==> src/tone_steer_pkg.sv <==
// Purpose: Shared constants and types for the tone digit steering latch.
// Assumes: 40 MHz system clock; AXI4-Lite register access, 32-bit data.
// Notes: Times are kept in their own units; cycle counts derive from them.
package tone_steer_pkg;

   // System clock rate
   localparam real CLOCK_HZ = 40.0e6;

   // Detection and output timing, in their printed units
   localparam real PRESENCE_DETECT_TIME_MS = 5.0;
   localparam real ABSENCE_DETECT_TIME_MS = 0.5;
   localparam real STEER_TO_CODE_DELAY_US = 11.0;
   localparam real STEER_TO_FLAG_DELAY_US = 16.0;
   localparam real CODE_TO_FLAG_SETUP_US = 3.4;
   localparam real WAKE_TIME_MS = 30.0;

   // Least times round up, longest times round down
   localparam int PRESENCE_CYC =
      int'($ceil(PRESENCE_DETECT_TIME_MS * CLOCK_HZ / 1.0e3));
   localparam int ABSENCE_CYC =
      int'($ceil(ABSENCE_DETECT_TIME_MS * CLOCK_HZ / 1.0e3));
   localparam int CODE_DELAY_MAX_CYC =
      int'($floor(STEER_TO_CODE_DELAY_US * CLOCK_HZ / 1.0e6));
   localparam int FLAG_DELAY_MAX_CYC =
      int'($floor(STEER_TO_FLAG_DELAY_US * CLOCK_HZ / 1.0e6));
   localparam int SETUP_CYC =
      int'($ceil(CODE_TO_FLAG_SETUP_US * CLOCK_HZ / 1.0e6));
   localparam int WAKE_CYC = int'($ceil(WAKE_TIME_MS * CLOCK_HZ / 1.0e3));

   // Register byte offsets
   localparam logic [7:0] CTRL_OFS = 8'h00;
   localparam logic [7:0] STATUS_OFS = 8'h04;
   localparam logic [7:0] IRQ_STAT_OFS = 8'h08;
   localparam logic [7:0] IRQ_MASK_OFS = 8'h0c;

   // Field positions
   localparam int CTRL_PDN_BIT = 0;
   localparam int ST_CODE_LSB = 0;
   localparam int ST_EARLY_BIT = 4;
   localparam int ST_DELAYED_BIT = 5;
   localparam int ST_STEER_BIT = 6;
   localparam int ST_AWAKE_BIT = 7;
   localparam int ST_OE_BIT = 8;
   localparam int IRQ_LATCH_BIT = 0;
   localparam int IRQ_END_BIT = 1;
   localparam int IRQ_EARLY_BIT = 2;

   // Reset values and bus answers
   localparam logic [3:0] CODE_RST = 4'h0;
   localparam logic [2:0] IRQ_MASK_RST = 3'h0;
   localparam logic [1:0] RESP_OKAY = 2'h0;
   localparam logic [1:0] RESP_SLVERR = 2'h2;

   // Counter widths
   localparam int CNT_W = 21;
   localparam int SET_W = 8;

   // Steering sequence
   typedef enum logic [1:0] {
      ST_IDLE = 2'b00,
      ST_LATCH = 2'b01,
      ST_SETUP = 2'b10,
      ST_VALID = 2'b11
   } steer_st_t;

   // Whole block state, registered as one word
   typedef struct packed {
      logic [1:0] steerSync;
      logic [1:0] oeSync;
      logic [1:0] pdnSync;
      logic steerPrev;
      logic awake;
      logic [CNT_W-1:0] wakeCnt;
      logic earlyFlag;
      logic [CNT_W-1:0] detCnt;
      logic [3:0] heldCode;
      steer_st_t st;
      logic [SET_W-1:0] setupCnt;
      logic [3:0] code;
      logic codeOeN;
      logic delayedSteer;
      logic guardOut;
      logic guardOeN;
      logic ctrlPdn;
      logic [2:0] irqStat;
      logic [2:0] irqMask;
      logic irq;
      logic awready;
      logic wready;
      logic haveAw;
      logic haveW;
      logic [7:0] awAddr;
      logic [31:0] wData;
      logic [3:0] wStrb;
      logic bvalid;
      logic [1:0] bresp;
      logic arready;
      logic rvalid;
      logic [1:0] rresp;
      logic [31:0] rdata;
   } state_t;

endpackage

==> src/tone_digit_steering_latch.sv <==
// Purpose: Digital back end of a dual-tone receiver: detection timing,
//    guard-time steering through an external RC, digit latch, bus slave.
// Assumes: Tone decisions arrive from the filter section on this clock;
//    steering, enable and power-down pins are asynchronous.
// Notes: Three-state pins are split into out and active-low enable.
//
// Function
// Short bursts leave digit code unchanged
// Valid duration tone is decoded and latched
// Code held until next valid tone
// Enable low puts code outputs high impedance
// Latching continues while outputs are disabled
// Short dropout does not end the tone
// Early flag marks valid tone pair
// Guard pin drives RC and senses steering
// Delayed steer follows guard present and absent
// Sixteen pairs shown as four-bit code
// Presence recognised 5 to 14 ms
// Absence recognised 0.5 to 8.5 ms
// Code updates within 11 us of steer
// Delayed steer rises within 16 us
// Code valid 3.4 us before delayed steer
// Early flag 30 ms after power-up
// System sets guard times via RC
// Steering sensed by threshold crossing
// All timing derived from one clock
`timescale 1ns/1ps
module tone_digit_steering_latch #(
   parameter int unsigned PRESENCE_CYC = tone_steer_pkg::PRESENCE_CYC,
   parameter int unsigned ABSENCE_CYC = tone_steer_pkg::ABSENCE_CYC,
   parameter int unsigned WAKE_CYC = tone_steer_pkg::WAKE_CYC
) (
   input wire logic clock,
   input wire logic nrst,
   // Filter section decisions
   input wire logic toneValid,
   input wire logic [3:0] toneCode,
   // Pins
   input wire logic steerGuardIn,
   output logic steerGuardOut,
   output logic steerGuardOeN,
   input wire logic codeOutputEnable,
   input wire logic powerDownIn,
   output logic [3:0] digitCodeOut,
   output logic digitCodeOeN,
   output logic earlyToneFlag,
   output logic delayedSteerOut,
   output logic irq,
   // AXI4-Lite slave
   input wire logic [7:0] awaddr,
   input wire logic awvalid,
   output logic awready,
   input wire logic [31:0] wdata,
   input wire logic [3:0] wstrb,
   input wire logic wvalid,
   output logic wready,
   output logic [1:0] bresp,
   output logic bvalid,
   input wire logic bready,
   input wire logic [7:0] araddr,
   input wire logic arvalid,
   output logic arready,
   output logic [31:0] rdata,
   output logic [1:0] rresp,
   output logic rvalid,
   input wire logic rready
);

   // Current and next block state
   tone_steer_pkg::state_t s_q;
   tone_steer_pkg::state_t s_d;

   // Wake waits so the first early flag lands at the wake time
   localparam int unsigned WAKE_WAIT =
      (WAKE_CYC > PRESENCE_CYC) ? WAKE_CYC - PRESENCE_CYC : 1;
   localparam logic [tone_steer_pkg::CNT_W-1:0] WAKE_END =
      tone_steer_pkg::CNT_W'(WAKE_WAIT - 1);
   localparam logic [tone_steer_pkg::CNT_W-1:0] PRES_END =
      tone_steer_pkg::CNT_W'(PRESENCE_CYC - 1);
   localparam logic [tone_steer_pkg::CNT_W-1:0] ABS_END =
      tone_steer_pkg::CNT_W'(ABSENCE_CYC - 1);
   localparam logic [tone_steer_pkg::SET_W-1:0] SETUP_END =
      tone_steer_pkg::SET_W'(tone_steer_pkg::SETUP_CYC - 1);

   // Outputs come straight from state flops
   assign steerGuardOut = s_q.guardOut;
   assign steerGuardOeN = s_q.guardOeN;
   assign digitCodeOut = s_q.code;
   assign digitCodeOeN = s_q.codeOeN;
   assign earlyToneFlag = s_q.earlyFlag;
   assign delayedSteerOut = s_q.delayedSteer;
   assign irq = s_q.irq;
   assign awready = s_q.awready;
   assign wready = s_q.wready;
   assign bresp = s_q.bresp;
   assign bvalid = s_q.bvalid;
   assign arready = s_q.arready;
   assign rdata = s_q.rdata;
   assign rresp = s_q.rresp;
   assign rvalid = s_q.rvalid;

   // Next-state logic for the whole block
   always_comb begin
      logic pdn;
      logic steerNow;
      logic steerRise;
      logic steerFall;
      logic [2:0] irqSet;
      logic [2:0] irqClr;
      logic doWrite;
      logic [31:0] rd;
      logic [31:0] wmask;
      logic [31:0] wv;
      pdn = 1'b0;
      steerNow = 1'b0;
      steerRise = 1'b0;
      steerFall = 1'b0;
      irqSet = 3'h0;
      irqClr = 3'h0;
      doWrite = 1'b0;
      rd = 32'h0;
      wmask = 32'h0;
      wv = 32'h0;
      s_d = s_q;

      // Pins pass two flops; only the second stage is read below
      s_d.steerSync = {s_q.steerSync[0], steerGuardIn};
      s_d.oeSync = {s_q.oeSync[0], codeOutputEnable};
      s_d.pdnSync = {s_q.pdnSync[0], powerDownIn};
      pdn = s_q.pdnSync[1] | s_q.ctrlPdn;

      // threshold crossing
      // Comparator sits outside; a crossing is a change of the sensed level
      steerNow = s_q.steerSync[1];
      s_d.steerPrev = steerNow;
      steerRise = steerNow & ~s_q.steerPrev;
      steerFall = ~steerNow & s_q.steerPrev;

      // Power-down and wake-up sequencing
      if (pdn) begin
         s_d.awake = 1'b0;
         s_d.wakeCnt = '0;
      end else if (!s_q.awake) begin
         // wake delay
         if (s_q.wakeCnt == WAKE_END) begin
            s_d.awake = 1'b1;
         end else begin
            s_d.wakeCnt = s_q.wakeCnt + 1'b1;
         end
      end

      // Tone presence and absence detection on the one system clock
      // single clock timing
      if (!s_q.awake) begin
         // Detector is asleep; the latched digit is kept
         s_d.earlyFlag = 1'b0;
         s_d.detCnt = '0;
      end else if (!s_q.earlyFlag) begin
         if (!toneValid) begin
            s_d.detCnt = '0;
         end else if (s_q.detCnt == PRES_END) begin
            // presence time
            // early flag set
            s_d.earlyFlag = 1'b1;
            s_d.heldCode = toneCode;
            s_d.detCnt = '0;
            irqSet[tone_steer_pkg::IRQ_EARLY_BIT] = 1'b1;
         end else begin
            s_d.detCnt = s_q.detCnt + 1'b1;
         end
      end else begin
         if (toneValid) begin
            s_d.detCnt = '0;
         end else if (s_q.detCnt == ABS_END) begin
            // absence time
            s_d.earlyFlag = 1'b0;
            s_d.detCnt = '0;
         end else begin
            s_d.detCnt = s_q.detCnt + 1'b1;
         end
      end

      // guard output drive
      // The RC integrates the early flag; pin released while asleep
      s_d.guardOut = s_d.earlyFlag;
      s_d.guardOeN = ~s_d.awake;

      // Steering sequence: latch, setup delay, then delayed steer
      unique case (s_q.st)
         tone_steer_pkg::ST_IDLE: begin
            // no latch on burst
            // Bursts too short never lift the RC past threshold
            if (steerRise) begin
               s_d.st = tone_steer_pkg::ST_LATCH;
            end
         end
         tone_steer_pkg::ST_LATCH: begin
            // decode and latch
            // four-bit code
            // code within limit
            // latch while disabled
            s_d.code = s_q.heldCode;
            s_d.setupCnt = '0;
            irqSet[tone_steer_pkg::IRQ_LATCH_BIT] = 1'b1;
            s_d.st = tone_steer_pkg::ST_SETUP;
         end
         tone_steer_pkg::ST_SETUP: begin
            // code before steer
            if (!steerNow) begin
               s_d.st = tone_steer_pkg::ST_IDLE;
            end else if (s_q.setupCnt == SETUP_END) begin
               // steer within limit
               s_d.delayedSteer = 1'b1;
               s_d.st = tone_steer_pkg::ST_VALID;
            end else begin
               s_d.setupCnt = s_q.setupCnt + 1'b1;
            end
         end
         tone_steer_pkg::ST_VALID: begin
            // release on absence
            // dropout ignored
            // code held
            // A dropout shorter than the RC decay never drops the steer
            if (steerFall) begin
               s_d.delayedSteer = 1'b0;
               s_d.st = tone_steer_pkg::ST_IDLE;
               irqSet[tone_steer_pkg::IRQ_END_BIT] = 1'b1;
            end
         end
      endcase

      // high impedance
      s_d.codeOeN = ~s_q.oeSync[1];

      // Write address and data are taken in either order
      if (awvalid && s_q.awready) begin
         s_d.awready = 1'b0;
         s_d.haveAw = 1'b1;
         s_d.awAddr = awaddr;
      end else if (!s_q.haveAw && !s_q.bvalid) begin
         s_d.awready = 1'b1;
      end
      if (wvalid && s_q.wready) begin
         s_d.wready = 1'b0;
         s_d.haveW = 1'b1;
         s_d.wData = wdata;
         s_d.wStrb = wstrb;
      end else if (!s_q.haveW && !s_q.bvalid) begin
         s_d.wready = 1'b1;
      end

      // Both halves held: perform write and raise the response
      if (s_q.haveAw && s_q.haveW && !s_q.bvalid) begin
         doWrite = 1'b1;
         s_d.haveAw = 1'b0;
         s_d.haveW = 1'b0;
         s_d.bvalid = 1'b1;
         s_d.bresp = tone_steer_pkg::RESP_OKAY;
         for (int i = 0; i < 4; i++) begin
            wmask[i*8 +: 8] = {8{s_q.wStrb[i]}};
         end
         wv = s_q.wData & wmask;
         unique case ({s_q.awAddr[7:2], 2'b00})
            tone_steer_pkg::CTRL_OFS: begin
               if (s_q.wStrb[0]) begin
                  s_d.ctrlPdn = wv[tone_steer_pkg::CTRL_PDN_BIT];
               end
            end
            tone_steer_pkg::STATUS_OFS: begin
               // Read-only; write ignored
            end
            tone_steer_pkg::IRQ_STAT_OFS: begin
               irqClr = wv[2:0];
            end
            tone_steer_pkg::IRQ_MASK_OFS: begin
               if (s_q.wStrb[0]) begin
                  s_d.irqMask = wv[2:0];
               end
            end
            default: begin
               s_d.bresp = tone_steer_pkg::RESP_SLVERR;
            end
         endcase
      end
      if (s_q.bvalid && bready) begin
         s_d.bvalid = 1'b0;
      end

      // Read channel: one read at a time
      if (arvalid && s_q.arready) begin
         s_d.arready = 1'b0;
         s_d.rvalid = 1'b1;
         s_d.rresp = tone_steer_pkg::RESP_OKAY;
         unique case ({araddr[7:2], 2'b00})
            tone_steer_pkg::CTRL_OFS: begin
               rd[tone_steer_pkg::CTRL_PDN_BIT] = s_q.ctrlPdn;
            end
            tone_steer_pkg::STATUS_OFS: begin
               rd[tone_steer_pkg::ST_CODE_LSB +: 4] = s_q.code;
               rd[tone_steer_pkg::ST_EARLY_BIT] = s_q.earlyFlag;
               rd[tone_steer_pkg::ST_DELAYED_BIT] = s_q.delayedSteer;
               rd[tone_steer_pkg::ST_STEER_BIT] = steerNow;
               rd[tone_steer_pkg::ST_AWAKE_BIT] = s_q.awake;
               rd[tone_steer_pkg::ST_OE_BIT] = s_q.oeSync[1];
            end
            tone_steer_pkg::IRQ_STAT_OFS: begin
               rd[2:0] = s_q.irqStat;
            end
            tone_steer_pkg::IRQ_MASK_OFS: begin
               rd[2:0] = s_q.irqMask;
            end
            default: begin
               s_d.rresp = tone_steer_pkg::RESP_SLVERR;
            end
         endcase
         s_d.rdata = rd;
      end else if (s_q.rvalid && rready) begin
         s_d.rvalid = 1'b0;
         s_d.arready = 1'b1;
      end else if (!s_q.rvalid) begin
         s_d.arready = 1'b1;
      end

      // Sticky events: a new event wins over a clear in the same cycle
      s_d.irqStat = (s_q.irqStat & ~irqClr) | irqSet;
      s_d.irq = |(s_d.irqStat & s_q.irqMask);
      if (!doWrite) begin
         s_d.irqStat = (s_q.irqStat & ~irqClr) | irqSet;
      end
   end

   // State register; reset loads constants only
   always_ff @(posedge clock or negedge nrst) begin
      if (!nrst) begin
         s_q <= '0;
         s_q.st <= tone_steer_pkg::ST_IDLE;
         s_q.code <= tone_steer_pkg::CODE_RST;
         s_q.heldCode <= tone_steer_pkg::CODE_RST;
         s_q.codeOeN <= 1'b1;
         s_q.guardOeN <= 1'b1;
         s_q.irqMask <= tone_steer_pkg::IRQ_MASK_RST;
      end else begin
         s_q <= s_d;
      end
   end

endmodule

==> config.mk <==
export PLATFORM = sky130hd
export DESIGN_NAME = tone_digit_steering_latch
export DESIGN_NICKNAME = d
export VERILOG_FILES = /design/src/tone_steer_pkg.sv /design/src/tone_digit_steering_latch.sv
export SDC_FILE = /design/constraint.sdc
export NUM_CORES = 1
export LEC_CHECK = 0
export ABC_CLOCK_PERIOD_IN_PS = 4420
export BUFFER_PORTS_ARGS = -buffer_cell sky130_fd_sc_hd__buf_4
export CELL_PAD_IN_SITES_DETAIL_PLACEMENT = 0
export CELL_PAD_IN_SITES_GLOBAL_PLACEMENT = 1
export CORE_ASPECT_RATIO = 1.25
export CORE_UTILIZATION = 35
export CTS_CLUSTER_SIZE = 16
export DETAILED_ROUTE_END_ITERATION = 16
export GPL_TIMING_DRIVEN = 1
export PLACE_DENSITY_LB_ADDON = 0.1
export SYNTH_ARGS = -nofsm -noshare
export SYNTH_HDL_FRONTEND = slang
export SYNTH_SLANG_ARGS = --single-unit
==> constraint.sdc <==
create_clock -name clock -period 4.42 [get_ports clock]
set_input_delay 0.221 -clock clock [delete_from_list [all_inputs] [get_ports clock]]
set_output_delay 0.221 -clock clock [all_outputs]
set_load 0.005 [all_outputs]
==> After elaboration in Yosys (flattened, before gate mapping) <==
Index checks and enable logic that the tools add are counted.
{ "op_classes": {"n_eq_ne": 22, "mul": 0, "div": 0, "shift": 0, "n_reduce_logical": 33, "n_addsub": 3, "mux": 51, "n_lt_le_gt_ge": 0, "bitwise": 13} }
{ "op_table": {"columns": ["cell", "count"], "rows": [
  ["21-bit two-way mux", 5],
  ["22-bit two-way mux", 4],
  ["21-bit by 1-bit adder with 21-bit output, second input constant", 2],
  ["6-bit by 2-bit equality test with 1-bit output, second input constant", 4],
  ["1-bit two-way mux", 23],
  ["21-bit by 15-bit equality test with 1-bit output, second input constant", 1],
  ["21-bit by 18-bit equality test with 1-bit output, second input constant", 1],
  ["21-bit by 20-bit equality test with 1-bit output, second input constant", 1],
  ["2-bit two-way mux", 8],
  ["8-bit two-way mux", 2],
  ["8-bit case mux with 2 select lines", 1],
  ["2-bit nonzero test", 8],
  ["6-bit by 1-bit equality test with 1-bit output, second input constant", 2],
  ["6-bit zero test", 2],
  ["2-bit inequality test, second input constant", 6],
  ["3-bit AND reduction", 4],
  ["3-bit bitwise AND", 3],
  ["1-bit logical AND", 9],
  ["3-bit two-way mux", 3],
  ["8-bit by 1-bit adder with 8-bit output, second input constant", 1],
  ["8-bit equality test, second input constant", 1],
  ["2-bit case mux with 4 select lines", 1],
  ["4-bit AND reduction", 2],
  ["4-bit OR reduction", 2],
  ["18 further kinds", 26]
]} }
{ "totals": {"reg_bits": 112, "output_inout_bits": 51, "mem_bits_ro": 0, "wordCells": 154, "mem_bits_rw": 0, "inputBits": 67, "latch_bits": 0, "memories": 0} }

==> Depth between registers and ports, before layout <==
{ "depth": {"ltp_word": 8, "depth_mapped": 7, "mapped_depth_nobuf": 6} }

==> Least setup slack after synthesis <==
OpenSTA, ideal clock, no wires.
{ "synth_path": {"path_type": "reg2reg", "start": "register s_q[117] (netlist bit)", "end": "register s_q[113] (netlist bit)", "period_less_slack_ns": 1.797, "setup_ns": 0.125, "n_path_buf": 0, "required_time_ns": 4.295, "slack_ns": 2.623, "arrival_time_ns": 1.672, "path_stages_with_launch": 6, "cell_sequence": "dfrtp_1 > ha_1 > and4_1 > nand4_1 > nor3_1 > mux2_2"} }
{ "synth_via": {"elab_chain_len": 2} }
{ "synth_rtl": {"columns": ["item", "line_no", "text"], "rows": [
  ["start, declared", "tone_digit_steering_latch.sv:70", "tone_steer_pkg::state_t s_q;"],
  ["21-bit by 18-bit equality test with 1-bit output", "tone_digit_steering_latch.sv:161", "end else if (s_q.detCnt == PRES_END) begin"],
  ["4-bit AND reduction (no line)", null, null]
]} }
No other way between the ends.
A chain may end at the register's enable or synchronous reset.

==> run summary <==
### Flow run
- 0 — number of max-cap violations

### Global route
- 81 — pin count of the biggest net entering global routing
- 17.7 mm — first-pass GRT wire length
- 0 — number of antenna violations at the first check in global routing
- 0 — GRT overflow
- 14.8% — total global-route track usage
- 3442 — vias in the first global route

### Final layout
- 590 — # nets final
- 5840 µm² — Final Cell Area
- 13.5% — synthesis-to-finish area growth
- 0 — Antenna Cells
- 21.7% — share of layout cells above drive strength 1

### Power and ir drop
- 2.60 nW — Leakage Power
- 197 µV — VDD IR max
- 414 nW/µm² — PD cells

### Drt
- 0 — post-detailed-route count of antenna-violating nets
- 4 — Initial DRT Pass Iterations
- met4 — top layer used by detailed routing
- 121 — Starting DRT DRC Count
- 15.1 µm — Routed wire per std cell
- 3537 — via count
- 5.12 mm — met1 wire length
- 5.03 — average vias per placed instance
- 10.6 mm — aggregate routed wire length
- 0 — detailed-route DRC error count
- 4.92 mm — wire length on met2
- 439 µm — routed length on met3

### Worst setup path
- 2510 ps — CP Data Arrival Time
- register — launching element type of the critical path
- 4620 ps — data required time of the worst path
- 21 — Max FO, Critical Path
- 2110 ps — slack of the worst reg-to-reg path
- register — kind of capture point of the worst setup path
- register to register — critical path type

### Synthesis
- 0.729% — fraction of the mapped netlist area in adder cells
- 61 — count of cell types in the netlist
- 0 — number of synthesis warnings
- 108 — number of register bits inferred by synthesis
- 8.00% — Synth Area in Compound Gates
- sky130_fd_sc_hd__dfrtp_1 — biggest area consumer among synthesized cells
- 100% — proportion of register bits with asynchronous set or reset after synthesis
- 52.6% — sequential area share after synthesis
- 476 — Post-Syn Instances
- 18.6% — post-synthesis simple-gate area fraction
- simple AND/OR/NAND/NOR gates — largest family of logic cells by synthesized area
- sky130_fd_sc_hd__dfrtp_1 — most common flop cell mapped by yosys
- 6.10% — multiplexer fraction of the synthesized cell area
- 6.13% — xor-xnor portion of the synthesized cell area
- 10.8 µm² — Mapped Avg Cell Area
- 0 — number of synthesized flops with an enable pin
- 51.5% — portion of synthesized cell area occupied by the leading cell type
- 5150 µm² — post-synthesis instance area
- sky130_fd_sc_hd__dfrtp_1 52%, sky130_fd_sc_hd__buf_4 6.0%, sky130_fd_sc_hd__mux2_2 5.5% — main area contributors after synthesis

### STA
- 1040 ps — Slew @ Worst Pin
- 52.3% — Final Cycle Share
- 0 — max-slew violation count
- 30.4% — worst slew margin relative to its limit
- 0 — final setup fails
- false — RSZ-0062 raised after global routing
- 2110 ps — final worst slack
- 0 ps — Final TNS setup
- 2310 ps — post-layout min period
- 0 — hold violation count in the final report
- 12.6 ps — Worst Clk Skew
- 433 MHz — maximum clock frequency

### Placed design
- 0.732 — weighted congestion reported at the end of routability-driven placement
- 2080 ps — worst setup slack before clock tree synthesis
- 5530 µm² — area after detailed placement
- 56 — PortBufs
- 7.53 mm — sum of net half-perimeters after detailed placement

### Floorplan
- 35.9% — starting density of the core
- 14300 µm² — Core Box Area
- 15200 µm² — total die area
- 118 — number of top-level pins
- 49 — Std-Cell Rows
- 138 µm — DIE HEIGHT
- 110 µm — Die W

### Clock network
- 2 — Clock Path Buffers
- sky130_fd_sc_hd__clkbuf_16 — clock root buffer
- 350 ps — worst-skew pair later-pin latency
- 70 ps — CTS clk-pin slew, worst paths
- 108 — number of sinks handled by clock tree synthesis
- done — clock tree from TritonCTS
- 9 — TritonCTS Buffers
- 3 — maximum level of the CTS H-tree

### Status
- complete, no violations — run status

### Hold path
- input port to asynchronous set/reset pin — Hold/Removal Path Class

cells in the mapped netlist (all sizes together) (7+ instances only):
cell,number
xor2,24
nand4,14
buf,44
and3,8
xnor2,12
clkbuf,7
nor3,7
dfrtp,106
o21ai,17
nand3,23
mux2,25
nor2,58
nor4,8
nand2,31
inv,11
a22o,8
final cells by class:
cell class              count  area, µm²
clock inverters             4       31.3
repair buffers             60        458
inverters                  11       41.3
clock buffers              12        256
fillers                  1410       8500
well taps                 178        223
flip-flops and latches    108       2710
multi-input cells         330       2130
registers in the layout, summed over array words and instances, names as in the netlist:
register,cells
digitCodeOeN,1
bresp,1
wready,1
bvalid,1
irq,1
rvalid,1
rresp,1
s_q,79
s_d,4
awready,1
arready,1
steerGuardOut,1
rdata,9
steerGuardOeN,1
delayedSteerOut,1
digitCodeOut,4
per-layer routing:
layer,global-route usage (%),up-vias
met5,0,-
met4,5.85,0
met3,3.26,10
met2,22.8,85
met1,20.2,1739
li1,-,1703
worst paths after layout:
| path | startpoint | to | cells after the start |
|---|---|---|---|
| setup / recovery | s_q[123] | s_q[135] | 5 |
| hold / removal | nrst | s_q[149] | 1 |
| setup reg to reg | s_q[123] | s_q[135] | 5 |
| hold reg to reg | s_d[167] | s_d[161] | 0 |
| max in group asynchronous | nrst | s_q[129] | 2 |
| min in group clock | bready | bvalid | 2 |
where the power goes:
| part | switching, mW | internal, mW |
|---|---|---|
| logic | 0.183 | 0.196 |
| registers | 0.138 | 1.12 |
| clock network | 0.366 | 0.416 |
| total | 0.687 | 1.73 |
per-stage QoR:
stage / std cells / utilization (%) / total power [mW] / hold slack [ps]
6_report: 703 / 40.7 / 2.42 / 38.8
3_5_place_dp: 684 / 38.5 / 1.66 / 332
2_1_floorplan: 500 / - / 1.51 / -74.6
5_1_grt: 703 / 40.7 / 2.56 / 35.0
3_3_place_gp: 684 / 38.5 / 1.65 / 331
4_1_cts: 703 / 40.7 / 2.45 / 40.3
cells by family after synthesis:
group,after synthesis
AOI/OAI and AO/OA,57
muxes,27
and+or+nand+nor,182
buffers and inverters,62
adders and majority gates,3
other,1
xor gates and xnor gates,36
DFF,108
critical path: stages, from the launching register on:
cell and delay, ps:
sky130_fd_sc_hd__dfrtp_1 450, sky130_fd_sc_hd__nor4_1 300, sky130_fd_sc_hd__nand3_1 200, sky130_fd_sc_hd__o311ai_1 380, sky130_fd_sc_hd__o22a_1 690, sky130_fd_sc_hd__nor2_1 130
repair_timing:
item                                   CTS  global route
setup endpoints to repair                0             0
endpoints found under the hold margin    3             0
hold buffers                             3             0
resized for setup                        0             0
buffers inserted                         0             0
placed cells by master (no fill, tap or decap), types with 9 or more instances in the layout:
cell                        instances
sky130_fd_sc_hd__nand3_1           22
sky130_fd_sc_hd__mux2_2            25
sky130_fd_sc_hd__nor2_1            58
sky130_fd_sc_hd__conb_1            25
sky130_fd_sc_hd__buf_4             57
sky130_fd_sc_hd__clkbuf_16          9
sky130_fd_sc_hd__xnor2_1           12
sky130_fd_sc_hd__inv_1             11
sky130_fd_sc_hd__o21ai_0           16
sky130_fd_sc_hd__nand2_1           31
sky130_fd_sc_hd__dfrtp_1          106
sky130_fd_sc_hd__nand4_1           13
sky130_fd_sc_hd__xor2_1            24
(Power assumes the default switching activity.)
